$ cat config.mk
export PLATFORM = sky130hd
export DESIGN_NAME = pif_bank_flat
export DESIGN_NICKNAME = d
export VERILOG_FILES = /design/src/pif_pkg.sv /design/src/pif_link_if.sv /design/src/pif_bank.sv /design/src/flat_wrapper.sv
export SDC_FILE = /design/constraint.sdc
export NUM_CORES = 1
export LEC_CHECK = 0
export ABC_AREA = 1
export BUFFER_PORTS_ARGS = -buffer_cell sky130_fd_sc_hd__buf_4
export CAP_MARGIN = 20
export CELL_PAD_IN_SITES_DETAIL_PLACEMENT = 1
export CELL_PAD_IN_SITES_GLOBAL_PLACEMENT = 1
export CORE_MARGIN = 5
export CORE_UTILIZATION = 43
export CTS_CLUSTER_DIAMETER = 100
export DETAILED_ROUTE_END_ITERATION = 7
export GPL_TIMING_DRIVEN = 0
export PLACE_DENSITY = 0.83
export SYNTH_ARGS = -nofsm -noshare
export SYNTH_HDL_FRONTEND = slang
export SYNTH_SLANG_ARGS = --single-unit
$ cat constraint.sdc
create_clock -name mclk_in -period 2.2 [get_ports mclk_in]
set_input_delay 0.11 -clock mclk_in [delete_from_list [all_inputs] [get_ports mclk_in]]
set_output_delay 0.11 -clock mclk_in [all_outputs]
set_load 0.005 [all_outputs]
$ cat src/pif_pkg.sv
// shared constants for the peripheral interrupt flag and enable bank
package pif_pkg;

  // ------------------------------------------------------------
  // register indices on the access port
  // ------------------------------------------------------------
  localparam logic [3:0] IDX_FLAGS3 = 4'h0;
  localparam logic [3:0] IDX_FLAGS4 = 4'h1;
  localparam logic [3:0] IDX_FLAGS5 = 4'h2;
  localparam logic [3:0] IDX_FLAGS6 = 4'h3;
  localparam logic [3:0] IDX_EN1 = 4'h4;
  localparam logic [3:0] IDX_EN2 = 4'h5;
  localparam logic [3:0] IDX_EN3 = 4'h6;
  localparam logic [3:0] IDX_EN4 = 4'h7;
  localparam logic [3:0] IDX_EN5 = 4'h8;
  localparam logic [3:0] IDX_EN6 = 4'h9;
  localparam int NUM_FLAG_REGS = 4;
  localparam int NUM_EN_REGS = 6;

  // ------------------------------------------------------------
  // implemented bits and reset values
  // ------------------------------------------------------------
  localparam logic [7:0] RESET_VALUE = 8'h00;
  localparam logic [7:0] MASK_FULL = 8'hFF;
  localparam logic [7:0] MASK_GROUP4_SMALL = 8'h3F;
  localparam logic [7:0] MASK_GROUP5_SMALL = 8'h17;
  localparam logic [7:0] MASK_GROUP6 = 8'h17;
  localparam logic [7:0] MASK_EN1 = 8'h7F;
  localparam logic [7:0] MASK_EN2 = 8'hBF;
  localparam logic [7:0] HW_ONLY_FLAGS3 = 8'h30;

  // ------------------------------------------------------------
  // field positions of flag and enable group 3 and group 6
  // ------------------------------------------------------------
  localparam int BIT_TIMER5_GATE = 7;
  localparam int BIT_DISPLAY = 6;
  localparam int BIT_SERIAL2_RX = 5;
  localparam int BIT_SERIAL2_TX = 4;
  localparam int BIT_CHARGE_TIME = 3;
  localparam int BIT_CAPCOMP2 = 2;
  localparam int BIT_CAPCOMP1 = 1;
  localparam int BIT_CALENDAR = 0;
  localparam int BIT_NV_WRITE = 4;

  // implemented bits of a register, by index and memory variant
  function automatic logic [7:0] pif_impl_mask(input logic [3:0] idx, input logic small_mem);
    logic [7:0] m;
    m = RESET_VALUE;
    unique case (idx)
      IDX_FLAGS3, IDX_EN3: m = MASK_FULL;
      IDX_FLAGS4, IDX_EN4: m = small_mem ? MASK_GROUP4_SMALL : MASK_FULL;
      IDX_FLAGS5, IDX_EN5: m = small_mem ? MASK_GROUP5_SMALL : MASK_FULL;
      IDX_FLAGS6, IDX_EN6: m = MASK_GROUP6;
      IDX_EN1: m = MASK_EN1;
      IDX_EN2: m = MASK_EN2;
      default: m = RESET_VALUE;
    endcase
    return m;
  endfunction

endpackage

$ cat src/pif_link_if.sv
// register access and request link between the core end and the bank end
`timescale 1ns/1ns
interface pif_link_if;
  logic [3:0] reg_sel;
  logic reg_wr;
  logic reg_rd;
  logic [7:0] reg_wdata;
  logic [7:0] reg_rdata;
  logic reg_rvalid;
  logic peripheral_irq_gate;
  logic priority_scheme_on;
  logic periph_irq_req;

  modport bank
  (
    input reg_sel, reg_wr, reg_rd, reg_wdata, peripheral_irq_gate, priority_scheme_on,
    output reg_rdata, reg_rvalid, periph_irq_req
  );

  modport core
  (
    output reg_sel, reg_wr, reg_rd, reg_wdata, peripheral_irq_gate, priority_scheme_on,
    input reg_rdata, reg_rvalid, periph_irq_req
  );
endinterface

$ cat src/pif_bank.sv
// peripheral interrupt flag registers 3-6 and enable registers 1-6
//
// Contract
// - no forwarding without peripheral gate, priority off
// - six enable registers mirroring flag positions
// - serial2 receive flag follows buffer full
// - serial2 transmit flag follows buffer empty
// - charge-time flag set by unit, software clears
// - display flag valid only type-B non-static
// - nonvolatile write-done flag bit 4, software clears; also cleared when a write starts, unless a done pulse comes in the same cycle
// - comparator flags bits 2..0, software clears
// - unimplemented bits ignore writes, read zero
// - small memory variant drops listed bits
// - flag group 5 timer flags, software cleared
// - flag group 4 capture/compare 10..3
// - flag group 3 layout, reset zero
// - enable group 1 bits 6..0, bit 7 zero
// - enable group 2 layout, bit 6 zero
// - enable group 3 mirrors flag group 3
// - flags set regardless of any enable
// - priority on: gate blocks low-priority requests
// - software clears flag before enabling, after service
`timescale 1ns/1ns
module pif_bank
  import pif_pkg::*;
#(
  parameter bit SMALL_PROGRAM_MEM = 1'b0
)
(
  input wire logic mclk_in,                      // system clock
  input wire logic rst_n_in,                     // async reset, active low
  pif_link_if.bank link,                         // access port toward the core
  input wire logic timer5_gate_ev_in,            // timer 5 gate event pulse
  input wire logic display_ev_in,                // display frame event pulse
  input wire logic display_typeb_nonstatic_in,   // display in type-B non-static mode
  input wire logic serial2_rx_full_in,           // serial 2 receive buffer full
  input wire logic serial2_tx_empty_in,          // serial 2 transmit buffer empty
  input wire logic charge_time_ev_in,            // charge-time unit event pulse
  input wire logic calendar_ev_in,               // calendar clock event pulse
  input wire logic [9:0] capcomp_ev_in,          // capture/compare 10..1 events
  input wire logic [9:0] capcomp_pwm_in,         // capture/compare 10..1 in PWM mode
  input wire logic [7:0] timer_ev_in,            // group 5 timer events, flag order
  input wire logic nv_write_start_in,            // nonvolatile write started pulse
  input wire logic nv_write_done_in,             // nonvolatile write done pulse
  input wire logic [2:0] comparator_ev_in,       // comparator 3..1 events
  input wire logic [7:0] ext_flags1_in,          // flag group 1 from outside
  input wire logic [7:0] ext_flags2_in           // flag group 2 from outside
);

  // ------------------------------------------------------------
  // state
  // ------------------------------------------------------------
  logic [7:0] flag_q [NUM_FLAG_REGS];
  logic [7:0] flag_d [NUM_FLAG_REGS];
  logic [7:0] en_q [NUM_EN_REGS];
  logic [7:0] set_ev [NUM_FLAG_REGS];
  logic [7:0] rdata_q;
  logic rvalid_q;
  logic irq_q;
  logic irq_d;
  logic [7:0] rd_word;
  logic [7:0] group3_live;
  logic [9:0] capcomp_set;

  // next value of a software-writable bit set; set wins over clear
  function automatic logic [7:0] merge_write(input logic [7:0] cur, input logic [7:0] set,
                                             input logic hit, input logic [7:0] wdata,
                                             input logic [7:0] wmask);
    logic [7:0] v;
    v = hit ? ((cur & ~wmask) | (wdata & wmask)) : cur;
    return v | set;
  endfunction

  // ------------------------------------------------------------
  // hardware set events
  // ------------------------------------------------------------
  always_comb
  begin
    capcomp_set = capcomp_ev_in & ~capcomp_pwm_in;
    set_ev[0] = RESET_VALUE;
    set_ev[0][BIT_TIMER5_GATE] = timer5_gate_ev_in;
    set_ev[0][BIT_DISPLAY] = display_ev_in & display_typeb_nonstatic_in;
    set_ev[0][BIT_CHARGE_TIME] = charge_time_ev_in;
    set_ev[0][BIT_CAPCOMP2] = capcomp_set[1];
    set_ev[0][BIT_CAPCOMP1] = capcomp_set[0];
    set_ev[0][BIT_CALENDAR] = calendar_ev_in;
    set_ev[1] = capcomp_set[9:2];
    set_ev[2] = timer_ev_in;
    set_ev[3] = RESET_VALUE;
    set_ev[3][BIT_NV_WRITE] = nv_write_done_in;
    set_ev[3][2:0] = comparator_ev_in;
  end

  // ------------------------------------------------------------
  // flag registers
  // ------------------------------------------------------------
  always_comb
  begin
    for (int i = 0; i < NUM_FLAG_REGS; i++)
    begin
      flag_d[i] = merge_write(flag_q[i], set_ev[i], link.reg_wr && (link.reg_sel == 4'(i)),
                              link.reg_wdata,
                              pif_impl_mask(4'(i), SMALL_PROGRAM_MEM) & ~(i == 0 ? HW_ONLY_FLAGS3 : RESET_VALUE));
      flag_d[i] = flag_d[i] & pif_impl_mask(4'(i), SMALL_PROGRAM_MEM);
    end
    flag_d[0][BIT_SERIAL2_RX] = serial2_rx_full_in;
    flag_d[0][BIT_SERIAL2_TX] = serial2_tx_empty_in;
    if (nv_write_start_in && !nv_write_done_in)
    begin
      flag_d[3][BIT_NV_WRITE] = 1'b0;
    end
  end

  always_ff @(posedge mclk_in or negedge rst_n_in)
  begin
    if (!rst_n_in)
    begin
      for (int i = 0; i < NUM_FLAG_REGS; i++)
      begin
        flag_q[i] <= RESET_VALUE;
      end
    end
    else
    begin
      for (int i = 0; i < NUM_FLAG_REGS; i++)
      begin
        flag_q[i] <= flag_d[i];
      end
    end
  end

  // ------------------------------------------------------------
  // enable registers
  // ------------------------------------------------------------
  always_ff @(posedge mclk_in or negedge rst_n_in)
  begin
    if (!rst_n_in)
    begin
      for (int i = 0; i < NUM_EN_REGS; i++)
      begin
        en_q[i] <= RESET_VALUE;
      end
    end
    else
    begin
      for (int i = 0; i < NUM_EN_REGS; i++)
      begin
        en_q[i] <= merge_write(en_q[i], RESET_VALUE,
                               link.reg_wr && (link.reg_sel == IDX_EN1 + 4'(i)),
                               link.reg_wdata, pif_impl_mask(IDX_EN1 + 4'(i), SMALL_PROGRAM_MEM));
      end
    end
  end

  // ------------------------------------------------------------
  // read port
  // ------------------------------------------------------------
  always_comb
  begin
    rd_word = RESET_VALUE;
    if (link.reg_sel < IDX_EN1)
    begin
      rd_word = flag_q[link.reg_sel[1:0]];
    end
    else if (link.reg_sel <= IDX_EN6)
    begin
      rd_word = en_q[3'(link.reg_sel - IDX_EN1)];
    end
  end

  always_ff @(posedge mclk_in or negedge rst_n_in)
  begin
    if (!rst_n_in)
    begin
      rdata_q <= RESET_VALUE;
      rvalid_q <= 1'b0;
    end
    else
    begin
      rvalid_q <= link.reg_rd;
      if (link.reg_rd)
      begin
        rdata_q <= rd_word;
      end
    end
  end

  // ------------------------------------------------------------
  // request toward the core
  // ------------------------------------------------------------
  always_comb
  begin
    group3_live = flag_q[0] & en_q[2];
    group3_live[BIT_DISPLAY] = group3_live[BIT_DISPLAY] & display_typeb_nonstatic_in;
    irq_d = |(ext_flags1_in & en_q[0]) | |(ext_flags2_in & en_q[1]) | |group3_live
            | |(flag_q[1] & en_q[3]) | |(flag_q[2] & en_q[4]) | |(flag_q[3] & en_q[5]);
  end

  // all bank sources count as low priority, so one gate serves both schemes
  always_ff @(posedge mclk_in or negedge rst_n_in)
  begin
    if (!rst_n_in)
    begin
      irq_q <= 1'b0;
    end
    else
    begin
      irq_q <= irq_d & link.peripheral_irq_gate;
    end
  end

  assign link.reg_rdata = rdata_q;
  assign link.reg_rvalid = rvalid_q;
  assign link.periph_irq_req = irq_q;

endmodule

$ cat src/flat_wrapper.sv
// flat-port wrapper written by rule: the top's interface ports become plain ports
module pif_bank_flat import pif_pkg::*;
#(
  parameter bit SMALL_PROGRAM_MEM = 1'b0
)
  (mclk_in, rst_n_in, timer5_gate_ev_in, display_ev_in, display_typeb_nonstatic_in, serial2_rx_full_in, serial2_tx_empty_in, charge_time_ev_in, calendar_ev_in, capcomp_ev_in, capcomp_pwm_in, timer_ev_in, nv_write_start_in, nv_write_done_in, comparator_ev_in, ext_flags1_in, ext_flags2_in, link_reg_sel, link_reg_wr, link_reg_rd, link_reg_wdata, link_peripheral_irq_gate, link_priority_scheme_on, link_reg_rdata, link_reg_rvalid, link_periph_irq_req);
  pif_link_if link_i ();
  input wire logic mclk_in;
  input wire logic rst_n_in;
  input wire logic timer5_gate_ev_in;
  input wire logic display_ev_in;
  input wire logic display_typeb_nonstatic_in;
  input wire logic serial2_rx_full_in;
  input wire logic serial2_tx_empty_in;
  input wire logic charge_time_ev_in;
  input wire logic calendar_ev_in;
  input wire logic [9:0] capcomp_ev_in;
  input wire logic [9:0] capcomp_pwm_in;
  input wire logic [7:0] timer_ev_in;
  input wire logic nv_write_start_in;
  input wire logic nv_write_done_in;
  input wire logic [2:0] comparator_ev_in;
  input wire logic [7:0] ext_flags1_in;
  input wire logic [7:0] ext_flags2_in;
  input wire logic [$bits(link_i.reg_sel)-1:0] link_reg_sel;
  input wire logic [$bits(link_i.reg_wr)-1:0] link_reg_wr;
  input wire logic [$bits(link_i.reg_rd)-1:0] link_reg_rd;
  input wire logic [$bits(link_i.reg_wdata)-1:0] link_reg_wdata;
  input wire logic [$bits(link_i.peripheral_irq_gate)-1:0] link_peripheral_irq_gate;
  input wire logic [$bits(link_i.priority_scheme_on)-1:0] link_priority_scheme_on;
  output wire logic [$bits(link_i.reg_rdata)-1:0] link_reg_rdata;
  output wire logic [$bits(link_i.reg_rvalid)-1:0] link_reg_rvalid;
  output wire logic [$bits(link_i.periph_irq_req)-1:0] link_periph_irq_req;
  assign link_i.reg_sel = link_reg_sel;
  assign link_i.reg_wr = link_reg_wr;
  assign link_i.reg_rd = link_reg_rd;
  assign link_i.reg_wdata = link_reg_wdata;
  assign link_i.peripheral_irq_gate = link_peripheral_irq_gate;
  assign link_i.priority_scheme_on = link_priority_scheme_on;
  assign link_reg_rdata = link_i.reg_rdata;
  assign link_reg_rvalid = link_i.reg_rvalid;
  assign link_periph_irq_req = link_i.periph_irq_req;
  pif_bank #(.SMALL_PROGRAM_MEM(SMALL_PROGRAM_MEM)) u_core (.mclk_in(mclk_in), .rst_n_in(rst_n_in), .link(link_i), .timer5_gate_ev_in(timer5_gate_ev_in), .display_ev_in(display_ev_in), .display_typeb_nonstatic_in(display_typeb_nonstatic_in), .serial2_rx_full_in(serial2_rx_full_in), .serial2_tx_empty_in(serial2_tx_empty_in), .charge_time_ev_in(charge_time_ev_in), .calendar_ev_in(calendar_ev_in), .capcomp_ev_in(capcomp_ev_in), .capcomp_pwm_in(capcomp_pwm_in), .timer_ev_in(timer_ev_in), .nv_write_start_in(nv_write_start_in), .nv_write_done_in(nv_write_done_in), .comparator_ev_in(comparator_ev_in), .ext_flags1_in(ext_flags1_in), .ext_flags2_in(ext_flags2_in));
endmodule
==> flow_summary_export.csv, run 1 <==
group,metric,value,unit
outcome,status,"finished clean",
sta,finalHoldViolations,0,
route,wl_met1,6600,um
sta,skew,0.00856,ns
sta,min_period_over_period,71.5,%
cts,cts.repair.resized,0,
placed_design,gp_congestion,0.893,
grt,grt_antenna_before_repair,0,
cts,cts_sinks,80,
yosys,synth_top_area_share,47.3,%
placed_design,place_ws,0.742,ns
floorplanning,rows,36,
grt,grt_pass1_wl,25700,um
sta,setup_tns,0,ns
route,routed.top_layer,"met4",
pwr,powerDensity,697,mW/mm^2
cts,clk_pin_slew_worst_paths,0.08,ns
grt,grt_start_max_net_pins,81,
cts,cts_tree,"done",
grt,overflow,0,
route,drt-wirelength-per-cell,19.7,um
cts,clockBufferDepth,2,
critical_path,worstSetupPathType,"in2reg",
yosys,synthTopCellsByArea,"dfrtp_1 47%, nand2_1 20%, a21oi_1 4.3%",
cts,cts_htree_levels,3,
route,remaining_drc_errors,0,
route,wl_met3,977,um
yosys,netlist_area,0.00423,mm^2
pwr,p_leak,2.84,nW
cells_and_area,syn_to_final_growth,33.0,%
cts,root_buffer,"clkbuf_8",
cells_and_area,fin_util,58.1,%
yosys,ys_types,26,
cells_and_area,final_cell_count_no_fill,838,
yosys,synthesis.nets,642,
sta,relSlewSlack,68.0,%
sta,fmax,0.635,GHz
cells_and_area,multi_input_area,0.00190,mm^2
floorplanning,die_y,109,um
floorplanning,die_w,109,um
route,detail-route-antenna-nets,0,
yosys,yosysSeqAreaShare,47.3,%
route,firstDrtPassIters,4,
placed_design,io_buffer_count,78,
sta,worst_slew_pin_slew,0.480,ns
yosys,ys_warn_count,0,
critical_path,cp.arrival,1.84,ns
cells_and_area,n_antenna_cell,0,
route,vias_per_cell,5.32,
critical_path,end_kind,"flip-flop",
run,maxCapViolCount,0,
cts,clk_latency,0.38,ns
sta,drv_slew,0,
cts,numCtsBuffers,9,
sta,setup_viol,0,
yosys,yosysTopAreaCell,"dfrtp_1",
sta,timing.final.ws_setup,0.626,ns
placed_design,place_hpwl,11500,um
cells_and_area,drive_above_1_share,19.9,%
sta,period_minus_slack,1.57,ns
route,dr.first_iter.drc_count,223,
yosys,syn_inst,568,
route,wl_met2,8370,um
yosys,syn_area_per_cell,7.45,um^2
floorplanning,pin_count,84,
critical_path,worstPathRequired,2.47,ns
route,routed_wl,16500,um
sta,rsz0062_at_grt,"no",
cells_and_area,final_nets,774,
critical_path,path_max_fanout,7,
yosys,ys_ff_latch,80,
grt,gr-usage-all-layers,29.6,%
floorplanning,initial_utilization,43.7,%
route,vias,4457,
grt,grt_pass1_vias,4908,
floorplanning,die-area,0.0119,mm^2
pwr,vdd_drop_max,0.000517,V
placed_design,dp_cells,779,
cells_and_area,seq_area,0.00200,mm^2
cells_and_area,fillCellCount,1225,
critical_path,startpoint_type,"input port",
floorplanning,coreArea,0.00968,mm^2
worst_hold_path,min_path_type,"in2reg",
[report_power, final]
part	internal [mW]	switching [mW]	total, mW
Sequential	1.68	0.173	1.85
Clock	0.553	0.576	1.13
Combinational	0.402	0.537	0.939
Total	2.63	1.29	3.92
[cell type report]
type	instances	area share, %
sequential	80	35.6
multi-input combinational	418	33.8
timing repair buffer	121	18.4
inverter	49	3.31
tap	133	2.96
clock buffer	11	2.51
buffer	21	2.49
clock inverter	5	1.00
[state kept, by name (all words and copies together), names as in the netlist]
name                        cells
u_core.flag_q                  28
u_core.link.reg_rdata           8
u_core.link.periph_irq_req      1
u_core.en_q                    42
u_core.link.reg_rvalid          1
[logic make-up after synthesis]
family / after synthesis / synth area share [%]
buffers and inverters: 70 / 7.72
AND/OR/NAND/NOR: 314 / 31.3
flip-flops: 80 / 47.3
AO/OA/AOI/OAI: 104 / 13.7
[layout by cell type, fill, tap and decap left out]
cell type	n
dfrtp_1	80
clkinvlp_4	1
nor2_1	45
nor2_2	3
nand2_1	226
o221ai_1	10
o21ai_0	33
nand3_1	23
nor2_4	4
clkinv_1	1
nand3_2	3
clkinv_2	2
inv_4	1
buf_4	80
nor3_4	1
nand3_4	1
o211ai_1	1
inv_2	4
buf_6	5
nand2_2	7
nor2_8	1
buf_16	1
buf_2	13
clkinv_4	1
bufinv_16	1
o21ai_1	20
inv_1	43
o21bai_2	1
a21oi_1	36
dlygate4sd3_1	42
clkbuf_8	10
clkbuf_1	2
a211o_1	3
[final timing paths]
check | from | to | slack, ns | cells after the start
min in group asynchronous | rst_n_in | u_core.en_q[35] | 0.09 | 2
max in group asynchronous | rst_n_in | u_core.flag_q[9] | 1.52 | 3
worst max register to register | u_core.flag_q[4] | u_core.flag_q[4] | 0.85 | 5
worst max-delay path | link_reg_wdata[4] | u_core.flag_q[4] | 0.63 | 7
worst min register to register | u_core.link.reg_rdata[2] | u_core.link.reg_rdata[2] | 0.52 | 2
worst min-delay path | capcomp_ev_in[8] | u_core.flag_q[22] | 0.04 | 3
[metrics by stage]
step / hold slack [ns] / power (mW) / area [um^2]
after floorplan: -0.186 / 2.33 / 4230
after global routing: 0.0299 / 4.13 / 5630
after global placement: 0.220 / 2.68 / 4980
after CTS: 0.0240 / 3.91 / 5600
after detailed placement: 0.226 / 2.72 / 4980
final: 0.0353 / 3.92 / 5630
[per-layer routing]
metal	vias to the layer above	global-route usage (%)
met5	-	0
met4	0	12.6
met1	2174	34.3
met2	168	52.2
li1	2071	-
met3	44	6.81
[worst max-delay path, stage by stage]
cell and delay, ns:
dlygate4sd3_1 0.54, buf_4 0.15, inv_1 0.22, o21ai_1 0.12, inv_1 0.08, o21bai_2 0.05
dlygate4sd3_1 0.56
[synthesized netlist by cell type (all sizes together)]
master and number:
a211o 3, a21oi 36, buf 20, clkbuf 1
clkinv 1, dfrtp 80, inv 48, nand2 233
nand3 27, nor2 53, nor3 1, o211ai 1
o21ai 53, o21bai 1, o221ai 10
[what timing repair did]
item | 4_1_cts | 5_1_grt
hold endpoints to repair | 119 | 0
buffers inserted | 0 | 0
hold buffers | 42 | 0
endpoints found under the setup margin | 0 | 0
No activity file was read; power rests on OpenSTA's default activity.
==> inputs of run 2 (changes only) <==
--- a/config.mk
+++ b/config.mk
@@ -5,7 +5,7 @@
 export SDC_FILE = /design/constraint.sdc
 export NUM_CORES = 1
 export LEC_CHECK = 0
-export ABC_AREA = 1
+export ABC_AREA = 0
 export BUFFER_PORTS_ARGS = -buffer_cell sky130_fd_sc_hd__buf_4
 export CAP_MARGIN = 20
 export CELL_PAD_IN_SITES_DETAIL_PLACEMENT = 1
@@ -15,7 +15,7 @@
 export CTS_CLUSTER_DIAMETER = 100
 export DETAILED_ROUTE_END_ITERATION = 7
 export GPL_TIMING_DRIVEN = 0
-export PLACE_DENSITY = 0.83
+export PLACE_DENSITY = 0.77
 export SYNTH_ARGS = -nofsm -noshare
 export SYNTH_HDL_FRONTEND = slang
 export SYNTH_SLANG_ARGS = --single-unit
==> constraint.sdc (replaced) <==
create_clock -name mclk_in -period 1.6 [get_ports mclk_in]
set_input_delay 0.08 -clock mclk_in [delete_from_list [all_inputs] [get_ports mclk_in]]
set_output_delay 0.08 -clock mclk_in [all_outputs]
set_load 0.005 [all_outputs]
==> run 2 against run 1 <==
  * Critical endpoint is now u_core.link.reg_rdata[6]
  * Synthesized cell count fell by 39%
  * Utilization grew 1.0 points
  * Sequential cell count did not move
  * Largest power group unchanged
  * Synthesized area shrank 4.3%
  * Non-clock buffer count decreased by 7
  * Highest routed layer unchanged
==> flow_summary_export.csv, run 2 <==
group,metric,value,unit
cts,clk_latency,0.36,ns
critical_path,worstSetupPathType,"reg2reg",
yosys,async_flop_share,100,%
placed_design,place_ws,-0.237,ns
yosys,ys_warn_count,0,
yosys,netlist_area,0.00405,mm^2
yosys,syn_inst,344,
grt,grt_pass1_wl,21700,um
critical_path,end_kind,"flip-flop",
pwr,switching_share,28.3,%
cells_and_area,mostFrequentLayoutCell,"dfrtp_1",
yosys,ys_types,43,
worst_hold_path,hold_start,"capcomp_ev_in[1]",
sta,finalHoldViolations,0,
cts,cts_htree_levels,3,
outcome,status,"finished clean",
yosys,yosysTopAreaCell,"dfrtp_1",
placed_design,io_buffer_count,74,
cells_and_area,n_antenna_cell,0,
cells_and_area,mostFrequentLayoutCells,"80 x dfrtp_1, 76 x buf_4, 52 x mux2_2",
yosys,synthTopCellsByCount,"80 x dfrtp_1, 52 x mux2_2, 35 x nand2_1, 24 x nor2_1, 14 x nand3b_1",
yosys,ys.flop_type,"dfrtp_1",
floorplanning,coreArea,0.00920,mm^2
placed_design,gp_congestion,0.891,
route,remaining_drc_errors,0,
pwr,clkPwrFrac,31.2,%
cts,clockBufferDepth,2,
floorplanning,initial_utilization,44.0,%
sta,relSlewSlack,43.3,%
sta,min_period_over_period,98.4,%
pwr,powerDensity,1010,mW/mm^2
route,vias,3476,
sta,rsz0062_at_grt,"no",
cells_and_area,final_nets,546,
yosys,synthAdderAreaFrac,0,%
route,dr.first_iter.drc_count,250,
sta,worst_slew_pin_slew,0.846,ns
pwr,seqPwrFrac,47.4,%
cts,cts_tree,"done",
critical_path,startpoint_type,"flip-flop",
sta,drv_slew,0,
yosys,synth_top_area_share,49.4,%
sta,skew,0.00830,ns
pwr,p_leak,2.37,nW
grt,grt_antenna_before_repair,0,
critical_path,cp.arrival,1.79,ns
yosys,synthMostInstantiatedCell,"dfrtp_1",
cells_and_area,syn_to_final_growth,34.3,%
yosys,synthMuxAreaShare,20.9,%
pwr,switching_power,1.55,mW
cts,root_buffer,"clkbuf_8",
grt,grt_start_max_net_pins,81,
grt,gr-usage-all-layers,25.2,%
cts,post_cts_buffers,0,
critical_path,startpoint,"u_core.en_q[30]",
cts,cts_sinks,80,
floorplanning,rows,35,
yosys,synthTopCellsByArea,"dfrtp_1 49%, mux2_2 14%, mux4_2 3.3%",
route,routed_wl,14000,um
floorplanning,die_w,107,um
cells_and_area,largest_reg_flops,42,
yosys,synthesis.nets,418,
worst_hold_path,min_path_type,"in2reg",
floorplanning,die-area,0.0115,mm^2
route,firstDrtPassIters,5,
critical_path,worstPathRequired,1.82,ns
floorplanning,die_y,107,um
yosys,ys_ff_latch,80,
sta,fmax,0.635,GHz
yosys,syn_area_per_cell,11.8,um^2
pwr,combPwrFrac,21.4,%
grt,overflow,0,
critical_path,path_max_fanout,3,
yosys,synthSimpleGateAreaFrac,14.6,%
run,maxCapViolCount,0,
sta,timing.final.ws_setup,0.0253,ns
cells_and_area,fin_util,59.1,%
sta,setup_viol,0,
grt,grt_pass1_vias,3848,
cts,clk_pin_slew_worst_paths,0.09,ns
critical_path,regToRegStartpoint,"u_core.en_q[30]",
route,detail-route-antenna-nets,0,
yosys,yosysSeqAreaShare,49.4,%
yosys,synth_edf_count,0,
route,drt-wirelength-per-cell,23.8,um
cts,numCtsBuffers,9,
pwr,vdd_drop_max,0.000566,V
pwr,p_int,3.93,mW
yosys,synth_compound_gate_area_share,11.5,%
yosys,synth_top_family_by_area,"multiplexers",
floorplanning,pin_count,84,
route,vias_per_cell,5.91,
cells_and_area,top_register,"u_core.en_q",
sta,period_minus_slack,1.57,ns
cells_and_area,drive_above_1_share,36.7,%
placed_design,place_hpwl,9510,um
yosys,synth_xor_area_share,0,%
run 2: changes by cell type after synthesis, moves of 14 or more:
cell	delta
a21oi_1	-30
nand2_1	-191
nor2_1	-21
o21ai_1	-20
o21ai_0	-31
nand3b_1	+14
inv_1	-33
nand3_1	-17
mux2_2	+52
run 2: metal layers:
layer / up-vias / track usage, % / routed length, um / part of all wire [%]
met5: - / 0 / 0 / 0
met4: 0 / 8.68 / 343 / 2.5
met3: 28 / 3.97 / 804 / 5.8
met2: 133 / 42.1 / 7000 / 50
met1: 1788 / 33.3 / 5830 / 42
li1: 1527 / - / - / -
run 2: repair_timing:
action / in CTS / in global routing
resized for setup: 0 / 4
hold buffers: 42 / 0
endpoints found under the hold margin: 110 / 0
setup endpoints to repair: 0 / 2
run 2: final timing paths:
| path | endpoint | slack, ns | depth (start not counted) |
|---|---|---|---|
| worst max-delay path | u_core.link.reg_rdata[6] | 0.03 | 4 |
| worst min-delay path | u_core.flag_q[26] | 0.02 | 3 |
| worst min register to register | u_core.link.reg_rdata[4] | 0.51 | 1 |
| min in group asynchronous | u_core.en_q[15] | 0.22 | 2 |
| max in group asynchronous | u_core.en_q[19] | 0.78 | 3 |
| worst max register to register | u_core.link.reg_rdata[6] | 0.03 | 4 |
run 2: final cells by class:
| type | count | area [um^2] |
|---|---|---|
| inverter | 10 | 37.5 |
| clock buffer | 11 | 141 |
| timing repair buffer | 117 | 1000 |
| clock inverter | 5 | 78.8 |
| fill | 981 | 3760 |
| buffer | 18 | 108 |
| tap | 111 | 139 |
| sequential | 80 | 2000 |
| multi-input combinational | 236 | 1930 |
run 2: cell families after synthesis:
group	after synthesis
compound gates	61
buf+inv	28
simple gates	105
mux	70
flops	80
run 2: through the flow:
step | instances | hold WS (ns) | cell area (um^2) | power, mW | TNS [ns]
after floorplan | 344 | -0.216 | 4050 | 3.17 | 0
after global placement | 529 | 0.190 | 4740 | 3.60 | -0.666
after detailed placement | 529 | 0.191 | 4740 | 3.66 | -0.860
after CTS | 587 | 0.0108 | 5380 | 5.44 | 0
after global routing | 588 | 0.0151 | 5440 | 5.71 | 0
final | 588 | 0.0220 | 5440 | 5.48 | 0
run 2: worst max-delay path, cell delays in order (launching register included):
cell	delay [ns]
dfrtp_1	0.40
mux2_4	0.27
a22o_1	0.19
a222oi_1	0.46
a21oi_1	0.12
run 2: power by group through the flow:
stage	clock network, mW	registers (mW)	logic (mW)
2_1_floorplan	0	2.51	0.665
3_3_place_gp	0	2.59	1.02
3_5_place_dp	0	2.61	1.05
4_1_cts	1.72	2.58	1.15
5_1_grt	1.81	2.63	1.27
6_report	1.71	2.60	1.18
==> inputs of run 3 (changes only) <==
--- a/config.mk
+++ b/config.mk
@@ -5,17 +5,17 @@
 export SDC_FILE = /design/constraint.sdc
 export NUM_CORES = 1
 export LEC_CHECK = 0
-export ABC_AREA = 0
+export ABC_AREA = 1
 export BUFFER_PORTS_ARGS = -buffer_cell sky130_fd_sc_hd__buf_4
 export CAP_MARGIN = 20
 export CELL_PAD_IN_SITES_DETAIL_PLACEMENT = 1
 export CELL_PAD_IN_SITES_GLOBAL_PLACEMENT = 1
 export CORE_MARGIN = 5
-export CORE_UTILIZATION = 43
+export CORE_UTILIZATION = 40
 export CTS_CLUSTER_DIAMETER = 100
 export DETAILED_ROUTE_END_ITERATION = 7
 export GPL_TIMING_DRIVEN = 0
-export PLACE_DENSITY = 0.77
+export PLACE_DENSITY = 0.78
 export SYNTH_ARGS = -nofsm -noshare
 export SYNTH_HDL_FRONTEND = slang
 export SYNTH_SLANG_ARGS = --single-unit
==> run 3 against run 2 <==
  * Via count grew 27%
  * Global-route usage grew 0.99 points
  * Cell area grew 5.5%
  * Largest power group unchanged
  * Clock power grew 6%
  * Sequential cell count is the same
  * Hold slack lost 0.017 ns
  * Highest routed layer unchanged
  * Largest cell class unchanged
  * Die area grew 11%
  * Critical endpoint is now u_core.flag_q[22]
  * Maximum frequency grew 3.9%
  * Critical path type is now in2reg
==> flow_summary_export.csv, run 3 (synthesis results as in run 1) <==
group,metric,value,unit
outcome,status,"finished clean",
cells_and_area,top_register,"u_core.en_q",
sta,relSlewSlack,66.3,%
critical_path,worstRegToRegCells,5,
cells_and_area,n_antenna_cell,0,
floorplanning,rows,37,
sta,rsz0062_at_grt,"no",
sta,timing.final.ws_setup,0.0845,ns
critical_path,path_max_fanout,10,
floorplanning,initial_utilization,41.0,%
cells_and_area,stdcell_area,0.00574,mm^2
route,remaining_drc_errors,0,
cells_and_area,drive_above_1_share,19.6,%
sta,period_minus_slack,1.52,ns
cells_and_area,mostFrequentLayoutCells,"226 x nand2_1, 80 x buf_4, 80 x dfrtp_1",
cells_and_area,largest_reg_flops,42,
sta,setup_viol,0,
cells_and_area,final_nets,780,
critical_path,startpoint_type,"input port",
route,drt-wirelength-per-cell,19.0,um
placed_design,dpl-instance-area,0.00499,mm^2
cells_and_area,fillCellCount,1286,
critical_path,worstPathRequired,1.87,ns
floorplanning,die_w,113,um
placed_design,place_hpwl,11500,um
pwr,powerDensity,987,mW/mm^2
grt,grt_start_max_net_pins,81,
placed_design,io_buffer_count,78,
sta,min_period_over_period,94.7,%
pwr,p_leak,2.87,nW
grt,overflow,0,
cells_and_area,multi_input_area,0.00191,mm^2
sta,fmax,0.660,GHz
worst_hold_path,min_path_type,"in2reg",
critical_path,r2r-end,"u_core.flag_q[4]",
route,vias,4401,
route,detail-route-antenna-nets,0,
floorplanning,die_y,113,um
sta,finalHoldViolations,0,
cts,cts_tree,"done",
grt,grt_pass1_wl,25400,um
cts,cts_htree_levels,3,
route,firstDrtPassIters,4,
cells_and_area,syn_to_final_growth,35.6,%
critical_path,regToRegStartpoint,"u_core.flag_q[4]",
cts,clockBufferDepth,2,
cts,numCtsBuffers,9,
critical_path,cp.arrival,1.79,ns
worst_hold_path,hold_start,"capcomp_ev_in[0]",
floorplanning,coreArea,0.0103,mm^2
sta,drv_slew,0,
worst_hold_path,min_path_cells,3,
cts,clk_pin_slew_worst_paths,0.08,ns
cts,cts_sinks,80,
sta,worst_slew_pin_slew,0.505,ns
sta,skew,0.0113,ns
critical_path,end_kind,"flip-flop",
cts,root_buffer,"clkbuf_8",
grt,gr-usage-all-layers,26.2,%
placed_design,place_ws,0.215,ns
cts,post_cts_buffers,0,
cells_and_area,mostFrequentLayoutCell,"nand2_1",
grt,grt_pass1_vias,4748,
cts,clk_latency,0.38,ns
cells_and_area,seq_area,0.00200,mm^2
placed_design,gp_congestion,0.899,
sta,setup_tns,0,ns
route,routed_wl,16000,um
pwr,vdd_drop_max,0.000590,V
route,dr.first_iter.drc_count,225,
floorplanning,die-area,0.0127,mm^2
route,vias_per_cell,5.20,
floorplanning,pin_count,84,
critical_path,worstSetupPathType,"in2reg",
worst_hold_path,hold_end,"u_core.flag_q[25]",
critical_path,reg2reg_setup_slack,0.27,ns
grt,grt_antenna_before_repair,0,
run,maxCapViolCount,0,
## run 3: cell types whose count changed in the layout (fill, tap and decap cells not counted), moves of 8 or more
cell      before  now
nand3_1        6   23
o21ai_0        2   33
nand3b_1      14    0
inv_1         10   43
o21ai_1        0   20
nor2_1        24   45
o221ai_1       0   10
o22ai_1        8    0
a22o_1        10    0
nand2_1       35  226
mux2i_1       11    0
mux2_2        52    0
a21oi_1        6   36
## run 3: worst max-delay path by stage
stage / start / endpoint
after floorplan: link_reg_sel[0] / u_core.flag_q[8]
after global placement: link_reg_sel[1] / u_core.flag_q[22]
after detailed placement: link_reg_sel[1] / u_core.flag_q[22]
after CTS: link_reg_sel[1] / u_core.flag_q[22]
after global routing: link_reg_sel[3] / u_core.flag_q[31]
final: link_reg_sel[1] / u_core.flag_q[22]
## run 3: area by class of cell
type / count / share of cell area, %
Inverter: 49 / 3.25
Sequential cell: 80 / 34.9
Multi-Input combinational cell: 418 / 33.3
Timing Repair Buffer: 127 / 19.1
Buffer: 21 / 2.49
Clock inverter: 5 / 1.85
Clock buffer: 10 / 2.22
Tap cell: 136 / 2.97
## run 3: where the power goes
part           leakage [nW]  internal, mW  switching [mW]  total, mW
registers             0.893          2.31           0.234       2.54
clock network         0.113          1.03           0.791       1.82
logic                  1.86         0.564           0.732       1.30
total                  2.87          3.90            1.76       5.66
## run 3: what timing repair did
item,4_1_cts,5_1_grt
gates resized for setup,0,2
hold endpoints to repair,119,0
hold buffers,48,0
endpoints found under the setup margin,0,2
## run 3: worst max-delay path, stage by stage
cell and delay, ns:
buf_4 0.12, buf_6 0.15, nor2_4 0.20, nand3_4 0.18, clkbuf_4 0.26, nand2_1 0.10, o221ai_1 0.11, dlygate4sd3_1 0.58
## run 3: layer usage
| layer | vias up | global-route usage [%] | part of all wire, % |
|---|---|---|---|
| met5 | - | 0 | 0 |
| met4 | 0 | 9.38 | 2.5 |
| met3 | 33 | 6.47 | 6.0 |
| met2 | 128 | 44.8 | 49 |
| met1 | 2162 | 32.1 | 42 |
| li1 | 2078 | - | - |
## run 3: stage by stage
stage / total power [mW] / std cells / util (%) / hold slack (ns)
floorplan: 3.20 / 568 / - / -0.216
global placement: 3.70 / 782 / 48.3 / 0.191
detailed placement: 3.75 / 782 / 48.3 / 0.191
CTS: 5.67 / 845 / 55.2 / 0.00902
global route: 5.97 / 846 / 55.6 / 0.00527
finish: 5.66 / 846 / 55.6 / 0.00472
